===== config.mk =====
export PLATFORM = sky130hd
export DESIGN_NAME = lld_regs
export DESIGN_NICKNAME = d
export VERILOG_FILES = /design/src/lld_pkg.sv /design/src/lld_regs.sv
export SDC_FILE = /design/constraint.sdc
export NUM_CORES = 1
export LEC_CHECK = 0
export BUFFER_PORTS_ARGS = -buffer_cell sky130_fd_sc_hd__buf_2
export CAP_MARGIN = 25
export CORE_MARGIN = 2
export CORE_UTILIZATION = 32
export DETAILED_ROUTE_END_ITERATION = 6
export GPL_TIMING_DRIVEN = 0
export PLACE_DENSITY = 0.51
export SYNTH_ARGS = -nofsm -noshare
export SYNTH_HDL_FRONTEND = slang
export SYNTH_SLANG_ARGS = --single-unit

===== constraint.sdc =====
create_clock -name i_sys_clk -period 2.6 [get_ports i_sys_clk]
set_input_delay 0.52 -clock i_sys_clk [delete_from_list [all_inputs] [get_ports i_sys_clk]]
set_output_delay 0.52 -clock i_sys_clk [all_outputs]
set_load 0.01 [all_outputs]

===== src/lld_pkg.sv =====
// Constants for the link-layer diagnostic and error register bank.
// Assumes a 32-bit Avalon-MM slave decoding full byte addresses.
// Overview of operation
// - Six-bit select picks what drives probe lane 0, only while enabled.
// - Disabled probe port drives all eight lane 0 lines to zero.
// - Readback register shows the four live debug lanes, lane 3 on top.
// - Sixteen-bit upper and lower zone bounds, read/write, upper half reserved.
// - Bit 11 flags an invalid control-structure format, held until cleared by writing one.
// - Bit 10 flags a null transmit pointer in the control structure.
// - Bit 8 flags a late exchange-memory access by the radio controller.
// - At hop start, channel-map popcount unequal to good count sets bit 7.
// - Bit 6 flags frame-space expiry before descriptor, list or decrypt finish.
// - Bit 5 flags decryption unfinished when the frame space expires.
// - Bit 4 flags an accept-list parsing timeout.
// - Bit 3 flags three consecutive programmed exchange-table entries.
// - Bit 2 flags a fetched transmit descriptor without its done bit.
// - Bit 1 flags a late exchange-memory access by the packet controller.
// - Bit 0 flags encryption unfinished when payload transmission starts.
// - Thirty-two-bit profiling word is copied onto the diagnostic output.
package lld_pkg;
	localparam int unsigned ADDR_W = 32;
	localparam int unsigned DATA_W = 32;
	localparam logic [31:0] OFF_DIAG_CTRL  = 32'h4000_0050;
	localparam logic [31:0] OFF_DIAG_RDBK  = 32'h4000_0054;
	localparam logic [31:0] OFF_ZONE_UPPER = 32'h4000_0058;
	localparam logic [31:0] OFF_ZONE_LOWER = 32'h4000_005C;
	localparam logic [31:0] OFF_ERR_FLAGS  = 32'h4000_0060;
	localparam logic [31:0] OFF_PROFILING  = 32'h4000_0064;
	localparam logic [31:0] OFF_IRQ_STATUS = 32'h4000_0068;
	localparam logic [31:0] OFF_IRQ_MASK   = 32'h4000_006C;
	localparam logic [31:0] OFF_RADIO_CTL0 = 32'h4000_0070;
	localparam logic [31:0] OFF_RADIO_CTL1 = 32'h4000_0074;
	localparam int unsigned SEL_LSB      = 0;
	localparam int unsigned SEL_W        = 6;
	localparam int unsigned EN0_BIT      = 7;
	localparam int unsigned ZONE_W       = 16;
	localparam int unsigned ERR_W        = 12;
	localparam logic [11:0] ERR_MASK     = 12'hDFF;
	localparam int unsigned ERR_TXCRYPT  = 0;
	localparam int unsigned ERR_PKTXMEM  = 1;
	localparam int unsigned ERR_TXDESC   = 2;
	localparam int unsigned ERR_PREFETCH = 3;
	localparam int unsigned ERR_ACCLIST  = 4;
	localparam int unsigned ERR_RXCRYPT  = 5;
	localparam int unsigned ERR_IFS      = 6;
	localparam int unsigned ERR_CHMAP    = 7;
	localparam int unsigned ERR_RADXMEM  = 8;
	localparam int unsigned ERR_TXPTR    = 10;
	localparam int unsigned ERR_FORMAT   = 11;
	localparam int unsigned DCPATH_BIT   = 22;
	localparam logic [21:0] RC0_RSVD_VAL = 22'h00_2102;
	localparam int unsigned XRF_LSB      = 16;
	localparam int unsigned XRF_W        = 5;
	localparam int unsigned CHMAP_W      = 37;
	localparam int unsigned CHCNT_W      = 6;
	localparam int unsigned TXPTR_W      = 16;
	localparam logic [1:0]  PREFETCH_RUN = 2'h3;
	localparam logic [5:0]  SEL_PROF0    = 6'h00;
	localparam logic [5:0]  SEL_PROF1    = 6'h01;
	localparam logic [5:0]  SEL_PROF2    = 6'h02;
	localparam logic [5:0]  SEL_PROF3    = 6'h03;
	localparam logic [5:0]  SEL_ERR_LO   = 6'h04;
	localparam logic [5:0]  SEL_ERR_HI   = 6'h05;
	// Bus handshake phases of the slave
	typedef enum logic {BUS_IDLE, BUS_ANSWER} lld_bus_t;
endpackage


===== src/lld_regs.sv =====
// Diagnostic, error-status and radio-control register bank of the link layer.
// Assumes an Avalon-MM master on i_sys_clk and single-cycle event pulses
// from the link-layer engine in the same clock domain.
//
// Chosen here: the Avalon-MM slave port.
`timescale 1ns/1ps
module lld_regs
#(
	parameter int unsigned CHMAP_BITS = lld_pkg::CHMAP_W
)
(
	input  wire logic                       i_sys_clk,
	input  wire logic                       i_rst_n,
	input  wire logic [lld_pkg::ADDR_W-1:0] i_address,
	input  wire logic                       i_read,
	input  wire logic                       i_write,
	input  wire logic [lld_pkg::DATA_W-1:0] i_writedata,
	input  wire logic [3:0]                 i_byteenable,
	output logic      [lld_pkg::DATA_W-1:0] o_readdata,
	output logic                            o_waitrequest,
	output logic                            o_irq,
	input  wire logic                       i_format_invalid,
	input  wire logic                       i_cs_fetch,
	input  wire logic [lld_pkg::TXPTR_W-1:0] i_control_structure_tx_pointer,
	input  wire logic                       i_radio_xmem_late,
	input  wire logic                       i_hop_start,
	input  wire logic [CHMAP_BITS-1:0]      i_control_structure_channel_map,
	input  wire logic [lld_pkg::CHCNT_W-1:0] i_good_channel_count,
	input  wire logic                       i_ifs_expired,
	input  wire logic                       i_cs_busy,
	input  wire logic                       i_accept_list_busy,
	input  wire logic                       i_decrypt_busy,
	input  wire logic                       i_accept_list_timeout,
	input  wire logic                       i_xtable_fetch,
	input  wire logic                       i_xtable_programmed,
	input  wire logic                       i_tx_desc_fetch,
	input  wire logic                       i_descriptor_done_bit,
	input  wire logic                       i_packet_xmem_late,
	input  wire logic                       i_payload_start,
	input  wire logic                       i_encrypt_busy,
	input  wire logic [7:0]                 i_debug_out_lane1,
	input  wire logic [7:0]                 i_debug_out_lane2,
	input  wire logic [7:0]                 i_debug_out_lane3,
	output logic      [7:0]                 o_debug_out_lane0,
	output logic      [lld_pkg::DATA_W-1:0] o_profiling_value,
	output logic      [lld_pkg::ZONE_W-1:0] o_zone_upper_bound,
	output logic      [lld_pkg::ZONE_W-1:0] o_zone_lower_bound,
	output logic                            o_correlator_dc_path_enable,
	output logic      [lld_pkg::XRF_W-1:0]  o_extended_radio_select
);
	import lld_pkg::*;

	// Register state
	lld_bus_t           bus_r;
	logic [SEL_W-1:0]   probe_select_port0_r;
	logic               probe_enable_port0_r;
	logic [ZONE_W-1:0]  zone_upper_r;
	logic [ZONE_W-1:0]  zone_lower_r;
	logic [ERR_W-1:0]   err_r;
	logic [ERR_W-1:0]   err_nxt;
	logic [ERR_W-1:0]   mask_r;
	logic [DATA_W-1:0]  prof_r;
	logic               dcpath_r;
	logic [XRF_W-1:0]   xrf_r;
	logic [1:0]         run_r;
	logic [1:0]         run_nxt;
	logic [7:0]         lane0_nxt;
	logic [DATA_W-1:0]  rdata_nxt;

	// Bus decode: a request is served in the cycle that waitrequest is low
	wire                req      = i_read | i_write;
	wire                wr_take  = i_write & (bus_r == BUS_ANSWER);
	wire [DATA_W-1:0]   be_mask  = {{8{i_byteenable[3]}}, {8{i_byteenable[2]}},
	                                {8{i_byteenable[1]}}, {8{i_byteenable[0]}}};
	wire [DATA_W-1:0]   wmasked  = i_writedata & be_mask;
	wire                hit_ctrl = i_address == OFF_DIAG_CTRL;
	wire                hit_rdbk = i_address == OFF_DIAG_RDBK;
	wire                hit_upr  = i_address == OFF_ZONE_UPPER;
	wire                hit_lwr  = i_address == OFF_ZONE_LOWER;
	wire                hit_err  = i_address == OFF_ERR_FLAGS;
	wire                hit_prof = i_address == OFF_PROFILING;
	wire                hit_ists = i_address == OFF_IRQ_STATUS;
	wire                hit_imsk = i_address == OFF_IRQ_MASK;
	wire                hit_rc0  = i_address == OFF_RADIO_CTL0;
	wire                hit_rc1  = i_address == OFF_RADIO_CTL1;

	// Merge of written bytes into current contents
	function automatic logic [DATA_W-1:0] merge(input logic [DATA_W-1:0] old_v,
	                                            input logic [DATA_W-1:0] m,
	                                            input logic [DATA_W-1:0] d);
		merge = (old_v & ~m) | d;
	endfunction

	wire [DATA_W-1:0]   ctrl_cur = {24'h00_0000, probe_enable_port0_r, 1'b0,
	                                probe_select_port0_r};
	wire [DATA_W-1:0]   ctrl_new = merge(ctrl_cur, be_mask, wmasked);
	wire [DATA_W-1:0]   upr_new  = merge({16'h0000, zone_upper_r}, be_mask, wmasked);
	wire [DATA_W-1:0]   lwr_new  = merge({16'h0000, zone_lower_r}, be_mask, wmasked);
	wire [DATA_W-1:0]   prof_new = merge(prof_r, be_mask, wmasked);
	wire [DATA_W-1:0]   msk_new  = merge({20'h0_0000, mask_r}, be_mask, wmasked);
	wire [DATA_W-1:0]   rc0_cur  = {9'h000, dcpath_r, RC0_RSVD_VAL};
	wire [DATA_W-1:0]   rc1_cur  = {11'h000, xrf_r, 16'h0000};
	wire [DATA_W-1:0]   rc0_new  = merge(rc0_cur, be_mask, wmasked);
	wire [DATA_W-1:0]   rc1_new  = merge(rc1_cur, be_mask, wmasked);

	// Write-one-to-clear, limited to written byte lanes and defined bits
	wire [ERR_W-1:0]    clr_bits = (wr_take & hit_ists) ?
	                               (wmasked[ERR_W-1:0] & ERR_MASK) : '0;

	// Live lane readback; lanes 1..3 come from elsewhere in the core
	wire [DATA_W-1:0]   rdbk_val = {i_debug_out_lane3, i_debug_out_lane2,
	                                i_debug_out_lane1, o_debug_out_lane0};

	// Channel-map population count, compared at hop start
	function automatic logic [CHCNT_W:0] popcount(input logic [CHMAP_BITS-1:0] v);
		logic [CHCNT_W:0] n;
		n = '0;
		for (int i = 0; i < CHMAP_BITS; i++)
			n = n + {{CHCNT_W{1'b0}}, v[i]};
		popcount = n;
	endfunction

	wire [CHCNT_W:0]    chan_cnt  = popcount(i_control_structure_channel_map);
	wire                chmap_bad = i_hop_start &
	                                (chan_cnt != {1'b0, i_good_channel_count});

	// Run of consecutive programmed exchange-table entries
	wire                run_hit = i_xtable_fetch & i_xtable_programmed &
	                              (run_r == PREFETCH_RUN - 2'h1);

	always_comb
	begin
		run_nxt = run_r;
		if (i_xtable_fetch)
			run_nxt = i_xtable_programmed ? (run_hit ? '0 : run_r + 2'h1) : '0;
	end

	// Event detection: each line except ev[9], which is tied to zero, is one error source
	wire [ERR_W-1:0]    ev;
	assign ev[ERR_TXCRYPT]  = i_payload_start & i_encrypt_busy;
	assign ev[ERR_PKTXMEM]  = i_packet_xmem_late;
	assign ev[ERR_TXDESC]   = i_tx_desc_fetch & ~i_descriptor_done_bit;
	assign ev[ERR_PREFETCH] = run_hit;
	assign ev[ERR_ACCLIST]  = i_accept_list_timeout;
	assign ev[ERR_RXCRYPT]  = i_ifs_expired & i_decrypt_busy;
	assign ev[ERR_IFS]      = i_ifs_expired &
	                          (i_cs_busy | i_accept_list_busy | i_decrypt_busy);
	assign ev[ERR_CHMAP]    = chmap_bad;
	assign ev[ERR_RADXMEM]  = i_radio_xmem_late;
	assign ev[9]            = 1'b0;
	assign ev[ERR_TXPTR]    = i_cs_fetch &
	                          (i_control_structure_tx_pointer == '0);
	assign ev[ERR_FORMAT]   = i_format_invalid;

	// Sticky flags: a new event beats a clear in the same cycle
	assign err_nxt = (err_r & ~clr_bits) | ev;

	// Diagnostic lane 0 source; disabled port drives zero
	always_comb
	begin
		lane0_nxt = 8'h00;
		if (probe_enable_port0_r)
		begin
			unique case (probe_select_port0_r)
				SEL_PROF0:  lane0_nxt = prof_r[7:0];
				SEL_PROF1:  lane0_nxt = prof_r[15:8];
				SEL_PROF2:  lane0_nxt = prof_r[23:16];
				SEL_PROF3:  lane0_nxt = prof_r[31:24];
				SEL_ERR_LO: lane0_nxt = err_r[7:0];
				SEL_ERR_HI: lane0_nxt = {4'h0, err_r[11:8]};
				default:    lane0_nxt = 8'h00;
			endcase
		end
	end

	// Read mux; unmapped addresses read zero
	always_comb
	begin
		rdata_nxt = '0;
		unique case (1'b1)
			hit_ctrl: rdata_nxt = ctrl_cur;
			hit_rdbk: rdata_nxt = rdbk_val;
			hit_upr:  rdata_nxt = {16'h0000, zone_upper_r};
			hit_lwr:  rdata_nxt = {16'h0000, zone_lower_r};
			hit_err:  rdata_nxt = {20'h0_0000, err_r};
			hit_prof: rdata_nxt = prof_r;
			hit_ists: rdata_nxt = {20'h0_0000, err_r};
			hit_imsk: rdata_nxt = {20'h0_0000, mask_r};
			hit_rc0:  rdata_nxt = rc0_cur;
			hit_rc1:  rdata_nxt = rc1_cur;
			default:  rdata_nxt = '0;
		endcase
	end

	// Handshake: one wait cycle, then answer for exactly one cycle
	always_ff @(posedge i_sys_clk or negedge i_rst_n)
	begin
		if (!i_rst_n)
		begin
			bus_r         <= BUS_IDLE;
			o_waitrequest <= 1'b1;
			o_readdata    <= '0;
		end
		else
		begin
			bus_r         <= (bus_r == BUS_IDLE && req) ? BUS_ANSWER : BUS_IDLE;
			o_waitrequest <= !(bus_r == BUS_IDLE && req);
			o_readdata    <= (bus_r == BUS_IDLE && i_read) ? rdata_nxt : '0;
		end
	end

	// Software-written control fields
	always_ff @(posedge i_sys_clk or negedge i_rst_n)
	begin
		if (!i_rst_n)
		begin
			probe_select_port0_r <= '0;
			probe_enable_port0_r <= 1'b0;
			zone_upper_r         <= '0;
			zone_lower_r         <= '0;
			prof_r               <= '0;
			mask_r               <= '0;
		end
		else if (wr_take)
		begin
			if (hit_ctrl)
			begin
				probe_select_port0_r <= ctrl_new[SEL_LSB +: SEL_W];
				probe_enable_port0_r <= ctrl_new[EN0_BIT];
			end
			if (hit_upr)
				zone_upper_r <= upr_new[ZONE_W-1:0];
			if (hit_lwr)
				zone_lower_r <= lwr_new[ZONE_W-1:0];
			if (hit_prof)
				prof_r <= prof_new;
			if (hit_imsk)
				mask_r <= msk_new[ERR_W-1:0] & ERR_MASK;
		end
	end

	// Radio control: only the two documented fields hold state
	always_ff @(posedge i_sys_clk or negedge i_rst_n)
	begin
		if (!i_rst_n)
		begin
			dcpath_r <= 1'b0;
			xrf_r    <= '0;
		end
		else if (wr_take)
		begin
			if (hit_rc0)
				dcpath_r <= rc0_new[DCPATH_BIT];
			if (hit_rc1)
				xrf_r <= rc1_new[XRF_LSB +: XRF_W];
		end
	end

	// Error flags, prefetch run counter and interrupt
	always_ff @(posedge i_sys_clk or negedge i_rst_n)
	begin
		if (!i_rst_n)
		begin
			err_r <= '0;
			run_r <= '0;
			o_irq <= 1'b0;
		end
		else
		begin
			err_r <= err_nxt;
			run_r <= run_nxt;
			o_irq <= |(err_nxt & mask_r);
		end
	end

	// Registered outputs towards the diagnostic port and radio
	always_ff @(posedge i_sys_clk or negedge i_rst_n)
	begin
		if (!i_rst_n)
		begin
			o_debug_out_lane0           <= 8'h00;
			o_profiling_value           <= '0;
			o_zone_upper_bound          <= '0;
			o_zone_lower_bound          <= '0;
			o_correlator_dc_path_enable <= 1'b0;
			o_extended_radio_select     <= '0;
		end
		else
		begin
			o_debug_out_lane0           <= lane0_nxt;
			o_profiling_value           <= prof_r;
			o_zone_upper_bound          <= zone_upper_r;
			o_zone_lower_bound          <= zone_lower_r;
			o_correlator_dc_path_enable <= dcpath_r;
			o_extended_radio_select     <= xrf_r;
		end
	end
endmodule


==> results.md, run 1 <==
* Hold_ws at about 44 ps
* Top_reg_cell synth: dfrtp_1
* Hpwl dp at 22,100 um
* Status: finished, violations left
* Die height at ~170 um
* # hold bufs at CTS at 0
* # Max-Cap Violations at 0
* Layout area overhead at 34.4%
* Fraction of registers with async set/reset at 100%
* Largest net degree at the start of global routing at 112
* Synth unique cells at 59
* WS Path Type: in -> reg
* CTS buffer count at 22
* Vias in the first global route at 7,446
* Residual DRC at 0
* Antenna violations before repair at 1
* Diodes inserted at 0
* Routability cong. at 0.806
* GRT overflow at 0
* # IOs at 283
* Pwr/cell area at 751 nW/um^2
* Core Util, Final at 43.6%
* NumNets Final at 1,254
* Fin crit share at 196%
* Cell Count Post-Placement at 1,392
* Layout Cells excl Fill at 1,447
* Syn_nets at between 900 and 1,000
* Site Rows at 62
* Number of synthesized flops with an enable pin at 0
* Via density at ~5
* Routed via count at 7,086
* Crit path DAT at 5490 ps
* Worst skew pair latency at around 520 ps
* Max frequency at 196 MHz
* First-pass GRT wire length at 44,100 um
* Overall power at about 0.0094 W
* Width of the die at 175 um
* Finish-stage setup viols at 2
* Final setup TNS at -4740 ps
* Worst setup slack after layout at -2500 ps
* Hold Crit Class: in -> async
* Failing checks: setup timing
* CTS H-tree lvls at 1
* Reg clk slew, reported paths at 60 ps
* Seq/Total Area, Yosys at 57.5%
* RSZ-0062 raised after global routing: true
* Slew Viols, Final at 0
* Layout cells sized above 1 at 45.3%
* Cells along the critical path: buf_2, fa_1, fa_1, inv_1, fa_1, inv_1, fa_1, fa_1, inv_2, fa_1, fa_2, nor2b_4, nor2_4, o21ai_4, or4b_4, and3_4, a211o_1, a211o_1
* Post-Syn Area at 9320 sq um
* Syn. warnings at 0
* Post-Synthesis Cells at 724
* Initial drt markers at ~360
* Most common cell after layout, fill and taps aside: buf_2
* Die ar. at between 30,000 and 40,000 sq um
* CTS Buffer Depth at 3
* All-Layer GR Usage at 19.0%
* Syn Area/Cell at 12.9 sq um
* Most Frequent Cell on Critical Path: fa_1
* Seq cells post-synth at 214
* Max stage delay on crit path at 540 ps
* CP max FO at 4
* Sink Count at approximately 210
* Worst endpoint required time at 2990 ps
* Initial Utilization at 32.5%
* Core Area at ~29,000 sq um
* CTS root buffer: clkbuf_16
* Maximum vdd drop at 0.942 mV
* CP bufs+invs at 4
* Final hold vios at 0
* Commonest non-fill, non-tap cells in the layout: buf_2 (279), dfrtp_1 (213), mux2_2 (70), inv_1 (50)
* Relative slew slack at between 40% and 50%
* Remaining antenna violation count at 0
* Crit path time final at between 5000 and 6000 ps
* Wire length per cell at 20.3 um
* Tightest Pin Transition at just over 800 ps
* Worst Skew at between 15 and 20 ps
* Setup crit end kind: flop
* TritonCTS clock tree: done
* Slowest cell on crit path: fa_1
* Top Family by Delay on Critical Path: adder cells
* Leak pwr at roughly 6.4 nW
* I/O Buffers at 280
* DRT Pass-1 Iters at 5
* Setup crit start kind: input port
* Routed WL at 29,400 um
worst reg2reg max path: stages (launching register included):
cell and delay [ps]:
dfrtp_1 420, and3_1 190, clkbuf_1 520, nand2_1 200, nor4_4 460, nand2_1 120
a22o_1 230, a221o_1 340, a211o_1 250
power by group:
| part | internal (W) | total, W | switching [W] | leakage [nW] |
|---|---|---|---|---|
| sequential | 0.00335 | 0.00336 | 0.0000173 | 2.93 |
| clock | 0.00203 | 0.00333 | 0.00130 | 0.375 |
| combinational | 0.00133 | 0.00271 | 0.00138 | 3.13 |
timing repair:
| action | 4_1_cts | 5_1_grt |
|---|---|---|
| hold endpoints to repair | 0 | 0 |
| pin swaps | 7 | 2 |
| endpoints found under the setup margin | 80 | 38 |
| cloned | 0 | 1 |
| setup buffers | 9 | 7 |
| gates resized for setup | 24 | 10 |
per-stage QoR:
stage	cell area, sq um	setup WS (ps)
final	12500	-2500
after global routing	12500	-2670
after CTS	12400	-2520
after detailed placement	11500	-3110
after global placement	11400	-3110
after floorplan	9510	-2700
area by class of cell:
| class | instances | area (sq um) |
|---|---|---|
| Sequential cell | 214 | 5360 |
| Fill cell | 2722 | 16200 |
| Timing Repair Buffer | 301 | 1640 |
| Clock inverter | 5 | 111 |
| Tap cell | 384 | 480 |
| Multi-Input combinational cell | 429 | 3910 |
| Buffer | 26 | 165 |
| Inverter | 54 | 203 |
| Clock buffer | 34 | 656 |
synth_stat cells (10+ instances only):
library cell,instances,area [sq um]
clkbuf_1,20,75.1
nor4_1,12,75.1
mux2_2,70,788
mux2_1,16,180
a221oi_1,11,96.3
nand2_1,40,150
o21ai_0,10,50.1
fa_1,28,561
inv_1,54,203
nor2_1,37,139
a21oi_1,18,90.1
a22oi_1,42,315
nand3_1,11,55.1
dfrtp_1,213,5330
cells by family after synthesis:
| logic type | Yosys count | share of synthesized area (%) |
|---|---|---|
| compound gates | 132 | 10.5 |
| flops | 214 | 57.5 |
| mux | 97 | 12.0 |
| buf+inv | 81 | 3.52 |
| fa+ha+maj | 35 | 6.95 |
| xor+xnor | 6 | 0.564 |
| simple gates | 159 | 9.01 |
final timing paths:
path,startpoint,to,slack (ps),cells after the start
min,i_rst_n,o_profiling_value[16]$_DFF_PN0_,40,1
max in group asynchronous,i_rst_n,asynchronous set/reset pin,1530,2
max,i_control_structure_channel_map[23],o_irq$_DFF_PN0_,-2500,18
max reg2reg,bus_r$_DFF_PN0_,o_irq$_DFF_PN0_,-260,8
min reg2reg,flop,o_zone_upper_bound[14]$_DFF_PN0_,390,0
min in group i_sys_clk,i_packet_xmem_late,err_r[1]$_DFF_PN0_,210,2
metal layers:
metal  up-vias  part of all wire, %  track usage (%)
met5         -                0.044                0
met2       261                   49             33.1
met1      3546                   42             24.4
met3        30                  6.8             3.76
li1       3247                    -                -
met4         2                  1.6             4.27
Note: power is estimated with default switching activity, not from simulation.
==> run 2: changes to the inputs <==
--- a/config.mk
+++ b/config.mk
@@ -7,8 +7,9 @@
 export LEC_CHECK = 0
 export BUFFER_PORTS_ARGS = -buffer_cell sky130_fd_sc_hd__buf_2
 export CAP_MARGIN = 25
-export CORE_MARGIN = 2
+export CORE_MARGIN = 4
 export CORE_UTILIZATION = 32
+export CTS_BUF_LIST = sky130_fd_sc_hd__clkbuf_8 sky130_fd_sc_hd__clkbuf_16
 export DETAILED_ROUTE_END_ITERATION = 6
 export GPL_TIMING_DRIVEN = 0
 export PLACE_DENSITY = 0.51
==> results.md, run 2 (same netlist as run 1, synthesis figures left out) <==
* Status: finished, violations left
* Failing checks: setup timing
* Finish-stage setup viols at 2
* All-Layer GR Usage at 18.2%
* Crit path time final at 5120 ps
* Slew Viols, Final at 0
* Max frequency at roughly 200 MHz
* # IOs at between 200 and 300
* Residual DRC at 0
* Commonest non-fill, non-tap cells in the layout: buf_2 (279), dfrtp_1 (213), mux2_2 (70), inv_1 (56), nand2_1 (37)
* Slowest cell on crit path: fa_2
* RSZ-0062 raised after global routing: true
* Switching share of power at 29.2%
* Die ar. at roughly 32,000 sq um
* First-pass GRT wire length at between 40,000 and 50,000 um
* Maximum vdd drop at 0.672 mV
* Relative slew slack at 40.2%
* Max stage delay on crit path at 540 ps
* CTS Buffer Depth at 3
* Hold Crit Class: in -> async
* Wire length per cell at 20.9 um
* Top Family by Delay on Critical Path: adder cells
* Leak pwr at approximately 6.4 nW
* Vias in the first global route at 7,322
* Site Rows at 62
* CP bufs+invs at 5
* Reg2reg end: o_irq$_DFF_PN0_
* Via density at between 4 and 5
* Sink Count at 214
* Pre-CTS WS at -3110 ps
* Diodes inserted at 0
* CTS buffer count at 23
* CTS root buffer: clkbuf_16
* Pwr/cell area at 726 nW/um^2
* CP max FO at 4
* Overall power at 0.00909 W
* Layout Cells excl Fill at 1,448
* Routed via count at 7,143
* Crit path DAT at 5500 ps
* Tightest Pin Transition at slightly below 900 ps
* Initial drt markers at 450
* P_int at roughly 0.0064 W
* Reg2reg setup slack at -380 ps
* I/O Buffers at 280
* Setup crit start kind: input port
* WS Path Type: in -> reg
* Layout area overhead at 34.4%
* Critical R2R Launch: bus_r$_DFF_PN0_
* Layout cells sized above 1 at 45.9%
* Reg clk slew, reported paths at 60 ps
* Net Sw Power at 0.00266 W
* Logic pwr share at about 28%
* Final hold vios at 0
* TritonCTS clock tree: done
* Cells along the critical path: buf_2, fa_1, inv_1, fa_1, inv_1, fa_2, fa_1, fa_1, inv_2, fa_1, inv_2, ha_4, nor2b_4, nor2_4, o21ai_2, or4b_4, and3_4, a211o_1, a211o_1
* Reg2Reg Depth at 8
* DRT Pass-1 Iters at 5
* Fin crit share at 197%
* Worst Skew at 7.95 ps
* Setup crit end kind: flop
* Hpwl dp at 22,700 um
* Antenna violations before repair at 4
* Most common cell after layout, fill and taps aside: buf_2
* # Max-Cap Violations at 0
* # hold bufs at CTS at 0
* Worst endpoint required time at 2980 ps
* Most Frequent Cell on Critical Path: fa_1
* Routed WL at 30,300 um
* Remaining antenna violation count at 0
* Width of the die at 179 um
* Largest net degree at the start of global routing at 121
* Core Area at ~29,000 sq um
* Worst setup slack after layout at -2520 ps
* GRT overflow at 0
* Worst skew pair latency at about 500 ps
* Clk pwr share at 34.7%
* Die height at 179 um
* Cell Count Post-Placement at 1,392
* Initial Utilization at 32.5%
* NumNets Final at 1,254
* CTS H-tree lvls at 1
* Routability cong. at 0.804
* Flop pwr share at 37.0%
run 2: changes by cell type in the layout (fill, tap and decap cells not counted), sizes merged:
cell      delta
bufinv       -2
clkbuf       -9
inv          +7
clkinv       +2
clkinvlp     +1
buf          +2
run 2: power by group through the flow:
stage / logic [W] / registers, W / clock network (W)
after floorplan: 0.00182 / 0.00342 / 0
after global placement: 0.00238 / 0.00342 / 0
after detailed placement: 0.00246 / 0.00342 / 0
after CTS: 0.00263 / 0.00336 / 0.00323
after global routing: 0.00299 / 0.00336 / 0.00337
final: 0.00258 / 0.00336 / 0.00315
run 2: layer usage:
layer	part of all wire, %	GRT usage (%)
met5	0.13	0
met4	2.6	4.64
met3	8.2	4.22
met2	48	30.6
met1	42	24.0
run 2: per-stage QoR:
| step | TNS, ps | instance area [sq um] | utilization, % | hold WS (ps) |
|---|---|---|---|---|
| after global placement | -673200 | 11400 | 39.7 | 379 |
| after detailed placement | -82180 | 11500 | 39.9 | 382 |
| after CTS | -4800 | 12400 | 43.2 | 58.4 |
| final | -4750 | 12500 | 43.6 | 26.4 |
| after global routing | -5300 | 12500 | 43.6 | 75.3 |
| after floorplan | -13400 | 9510 | - | 224 |
run 2: timing repair:
action / in CTS / in global routing
gates cloned: 1 / 1
endpoints found under the hold margin: 0 / 0
endpoints found under the setup margin: 102 / 67
setup buffers: 11 / 5
gates resized for setup: 24 / 26
pin swaps: 10 / 15
run 2: worst reg2reg max path, stage by stage, from the launching register on:
cell      delay [ps]
dfrtp_1          440
and3_1           180
clkbuf_1         570
nand2_1          220
nor4_4           510
nand2_1          130
a22o_1           230
a221o_1          340
a211o_1          260
run 2: area by class of cell:
class	instances	area, sq um
Fill cell	2768	16200
Sequential cell	214	5360
Multi-Input combinational cell	429	3930
Timing Repair Buffer	301	1670
Clock buffer	28	644
Tap cell	384	480
Inverter	54	203
Buffer	25	156
Clock inverter	13	88.8
run 2: worst max-delay path by stage:
stage,depth (start not counted),to,startpoint
after floorplan,17,o_irq$_DFF_PN0_,i_control_structure_channel_map[11]
final,19,o_irq$_DFF_PN0_,i_control_structure_channel_map[15]
after global routing,18,o_irq$_DFF_PN0_,i_control_structure_channel_map[23]
after detailed placement,17,o_irq$_DFF_PN0_,i_control_structure_channel_map[11]
after CTS,18,o_irq$_DFF_PN0_,i_control_structure_channel_map[29]
after global placement,19,o_irq$_DFF_PN0_,i_control_structure_channel_map[11]
==> run 3: changes to the inputs <==
==> constraint.sdc (replaced) <==
create_clock -name i_sys_clk -period 5.61 [get_ports i_sys_clk]
set_input_delay 1.122 -clock i_sys_clk [delete_from_list [all_inputs] [get_ports i_sys_clk]]
set_output_delay 1.122 -clock i_sys_clk [all_outputs]
set_load 0.01 [all_outputs]
==> results.md, run 3 (same netlist as run 1, synthesis figures left out) <==
* Fillcell total at 2,793
* Worst setup slack after layout at -175 ps
* Remaining antenna violation count at 0
* Vias in the first global route at 7,430
* Setup crit end kind: flop
* Reg2reg end: o_irq$_DFF_PN0_
* Failing checks: setup timing
* P_int at ~0.0032 W
* Top Family by Delay on Critical Path: adder cells
* Routed wl met2 at 14,100 um
* Area occupied by multi-input gates at 3710 sq um
* Pwr/cell area at 363 nW/um^2
* Slew Viols, Final at 0
* Core Area at 28,700 sq um
* Reg2Reg Depth at 7
* Routed met3 length at 2590 um
* Net Sw Power at 0.00128 W
* Maximum vdd drop at around 0.51 mV
* Max stage delay on crit path at around 540 ps
* Reg2reg setup slack at between 2000 and 2500 ps
* First-pass GRT wire length at around 44,000 um
* Final hold vios at 0
* Most Frequent Cell on Critical Path: fa_1
* Hold Crit Class: reg -> reg
* Cell Count Post-Placement at 1,391
* Critical R2R Launch: bus_r$_DFF_PN0_
* Finish-stage setup viols at 1
* Logic pwr share at a little over a quarter
* Worst Skew at approximately 9 ps
* CTS Buffer Depth at 3
* Switching share of power at between 20% and 30%
* Register area at 5360 sq um
* Leak pwr at 6.28 nW
* Final setup TNS at -175 ps
* CP max FO at 4
* Residual DRC at 0
* Largest net degree at the start of global routing at ~110
* Most common cell after layout, fill and taps aside: buf_2
* All-Layer GR Usage at 18.4%
* Met1 wire length at 13,200 um
* # IOs at 283
* CTS H-tree lvls at 1
* DRT Pass-1 Iters at 5
* Die ar. at 31,900 sq um
* Relative slew slack at 36.7%
* Crit path DAT at just over 6000 ps
* Hold path depth at 0
* Worst Hold Path EP: o_zone_upper_bound[11]$_DFF_PN0_
* Finished Cell Area at 12,200 sq um
* Flop pwr share at 35.1%
* Placed cell area at roughly 11,000 sq um
* Max Used Layer: met5
* Die height at about 180 um
* Cells along the critical path: buf_2, fa_1, inv_1, fa_1, inv_2, fa_2, fa_1, fa_1, inv_2, fa_2, fa_2, nor2b_4, nor2_4, o21ai_4, or4b_4, and3_1, a211o_1, a211o_1
* Max frequency at 173 MHz
* # Max-Cap Violations at 0
* Clk pwr share at 37.5%
* Status: finished, violations left
* Wire length per cell at between 20 and 25 um
* Routed via count at between 7,000 and 8,000
* I/O Buffers at 280
* CTS root buffer: clkbuf_16
* Diodes inserted at 0
* Commonest non-fill, non-tap cells in the layout: buf_2 (284), dfrtp_1 (213), mux2_2 (70), inv_1 (52), a22oi_1 (42)
* Tightest Pin Transition at 945 ps
* Antenna violations before repair at 2
* Fin crit share at 103%
* Hpwl dp at about 23,000 um
* Crit path time final at 5780 ps
* CP bufs+invs at 4
* Site Rows at 62
* Worst endpoint required time at ~6000 ps
* Layout cells sized above 1 at between 40% and 50%
* TritonCTS clock tree: done
* Initial drt markers at around 430
* Routability cong. at 0.833
* CTS buffer count at 25
* Via density at 4.94
* Sink Count at 214
* Slowest cell on crit path: fa_1
* GRT overflow at 0
* Worst skew pair latency at 520 ps
* RSZ-0062 raised after global routing: true
* Setup crit start kind: input port
* Width of the die at 179 um
* Layout Cells excl Fill at ~1,400
* Reg clk slew, reported paths at 60 ps
* WS Path Type: in -> reg
* Routed WL at 30,400 um
* Initial Utilization at 32.5%
* Layout area overhead at 31.0%
* Overall power at 0.00444 W
* # hold bufs at CTS at 0
* NumNets Final at 1,242
==> run 3: metrics by stage <==
step	utilization (%)	hold slack (ps)	setup WS, ps
2_1_floorplan	-	364	-295
3_3_place_gp	39.2	380	-725
3_5_place_dp	39.5	382	-741
4_1_cts	42.4	397	-219
5_1_grt	42.6	402	-315
6_report	42.6	392	-175
==> run 3: worst max-delay path by stage <==
| stage | from | endpoint | slack (ps) | cells past startpoint |
|---|---|---|---|---|
| 6_report | i_control_structure_channel_map[11] | o_irq$_DFF_PN0_ | -170 | 18 |
| 5_1_grt | i_control_structure_channel_map[29] | o_irq$_DFF_PN0_ | -320 | 18 |
| 4_1_cts | i_control_structure_channel_map[11] | o_irq$_DFF_PN0_ | -220 | 19 |
| 3_5_place_dp | i_control_structure_channel_map[11] | o_irq$_DFF_PN0_ | -740 | 18 |
| 3_3_place_gp | i_control_structure_channel_map[11] | o_irq$_DFF_PN0_ | -720 | 19 |
| 2_1_floorplan | i_control_structure_channel_map[11] | o_irq$_DFF_PN0_ | -300 | 17 |
==> run 3: metal layers <==
layer / track usage (%) / vias to the layer above
met5: 0 / -
met4: 4.09 / 4
met3: 4.47 / 41
met2: 30.2 / 306
met1: 24.9 / 3519
li1: - / 3233
==> run 3: power by group through the flow <==
stage	registers, W	logic, W	clock network, W
6_report	0.00156	0.00121	0.00167
5_1_grt	0.00156	0.00139	0.00177
4_1_cts	0.00156	0.00113	0.00171
3_5_place_dp	0.00159	0.00112	0
3_3_place_gp	0.00159	0.00110	0
2_1_floorplan	0.00158	0.000843	0
==> run 3: cell type report <==
class                           count  area share (%)
Sequential cell                   214            43.9
Timing Repair Buffer              285            12.2
Inverter                           54            1.66
Clock buffer                       27            5.35
Clock inverter                     18            1.63
Buffer                             27            1.02
Tap cell                          384            3.93
Multi-Input combinational cell    429            30.4
==> run 3: what timing repair did <==
| item | CTS | global route |
|---|---|---|
| resized for setup | 0 | 7 |
| hold endpoints to repair | 0 | 0 |
| pin swaps | 1 | 1 |
| gates cloned | 0 | 0 |
| endpoints found under the setup margin | 1 | 2 |
| setup buffers | 0 | 1 |
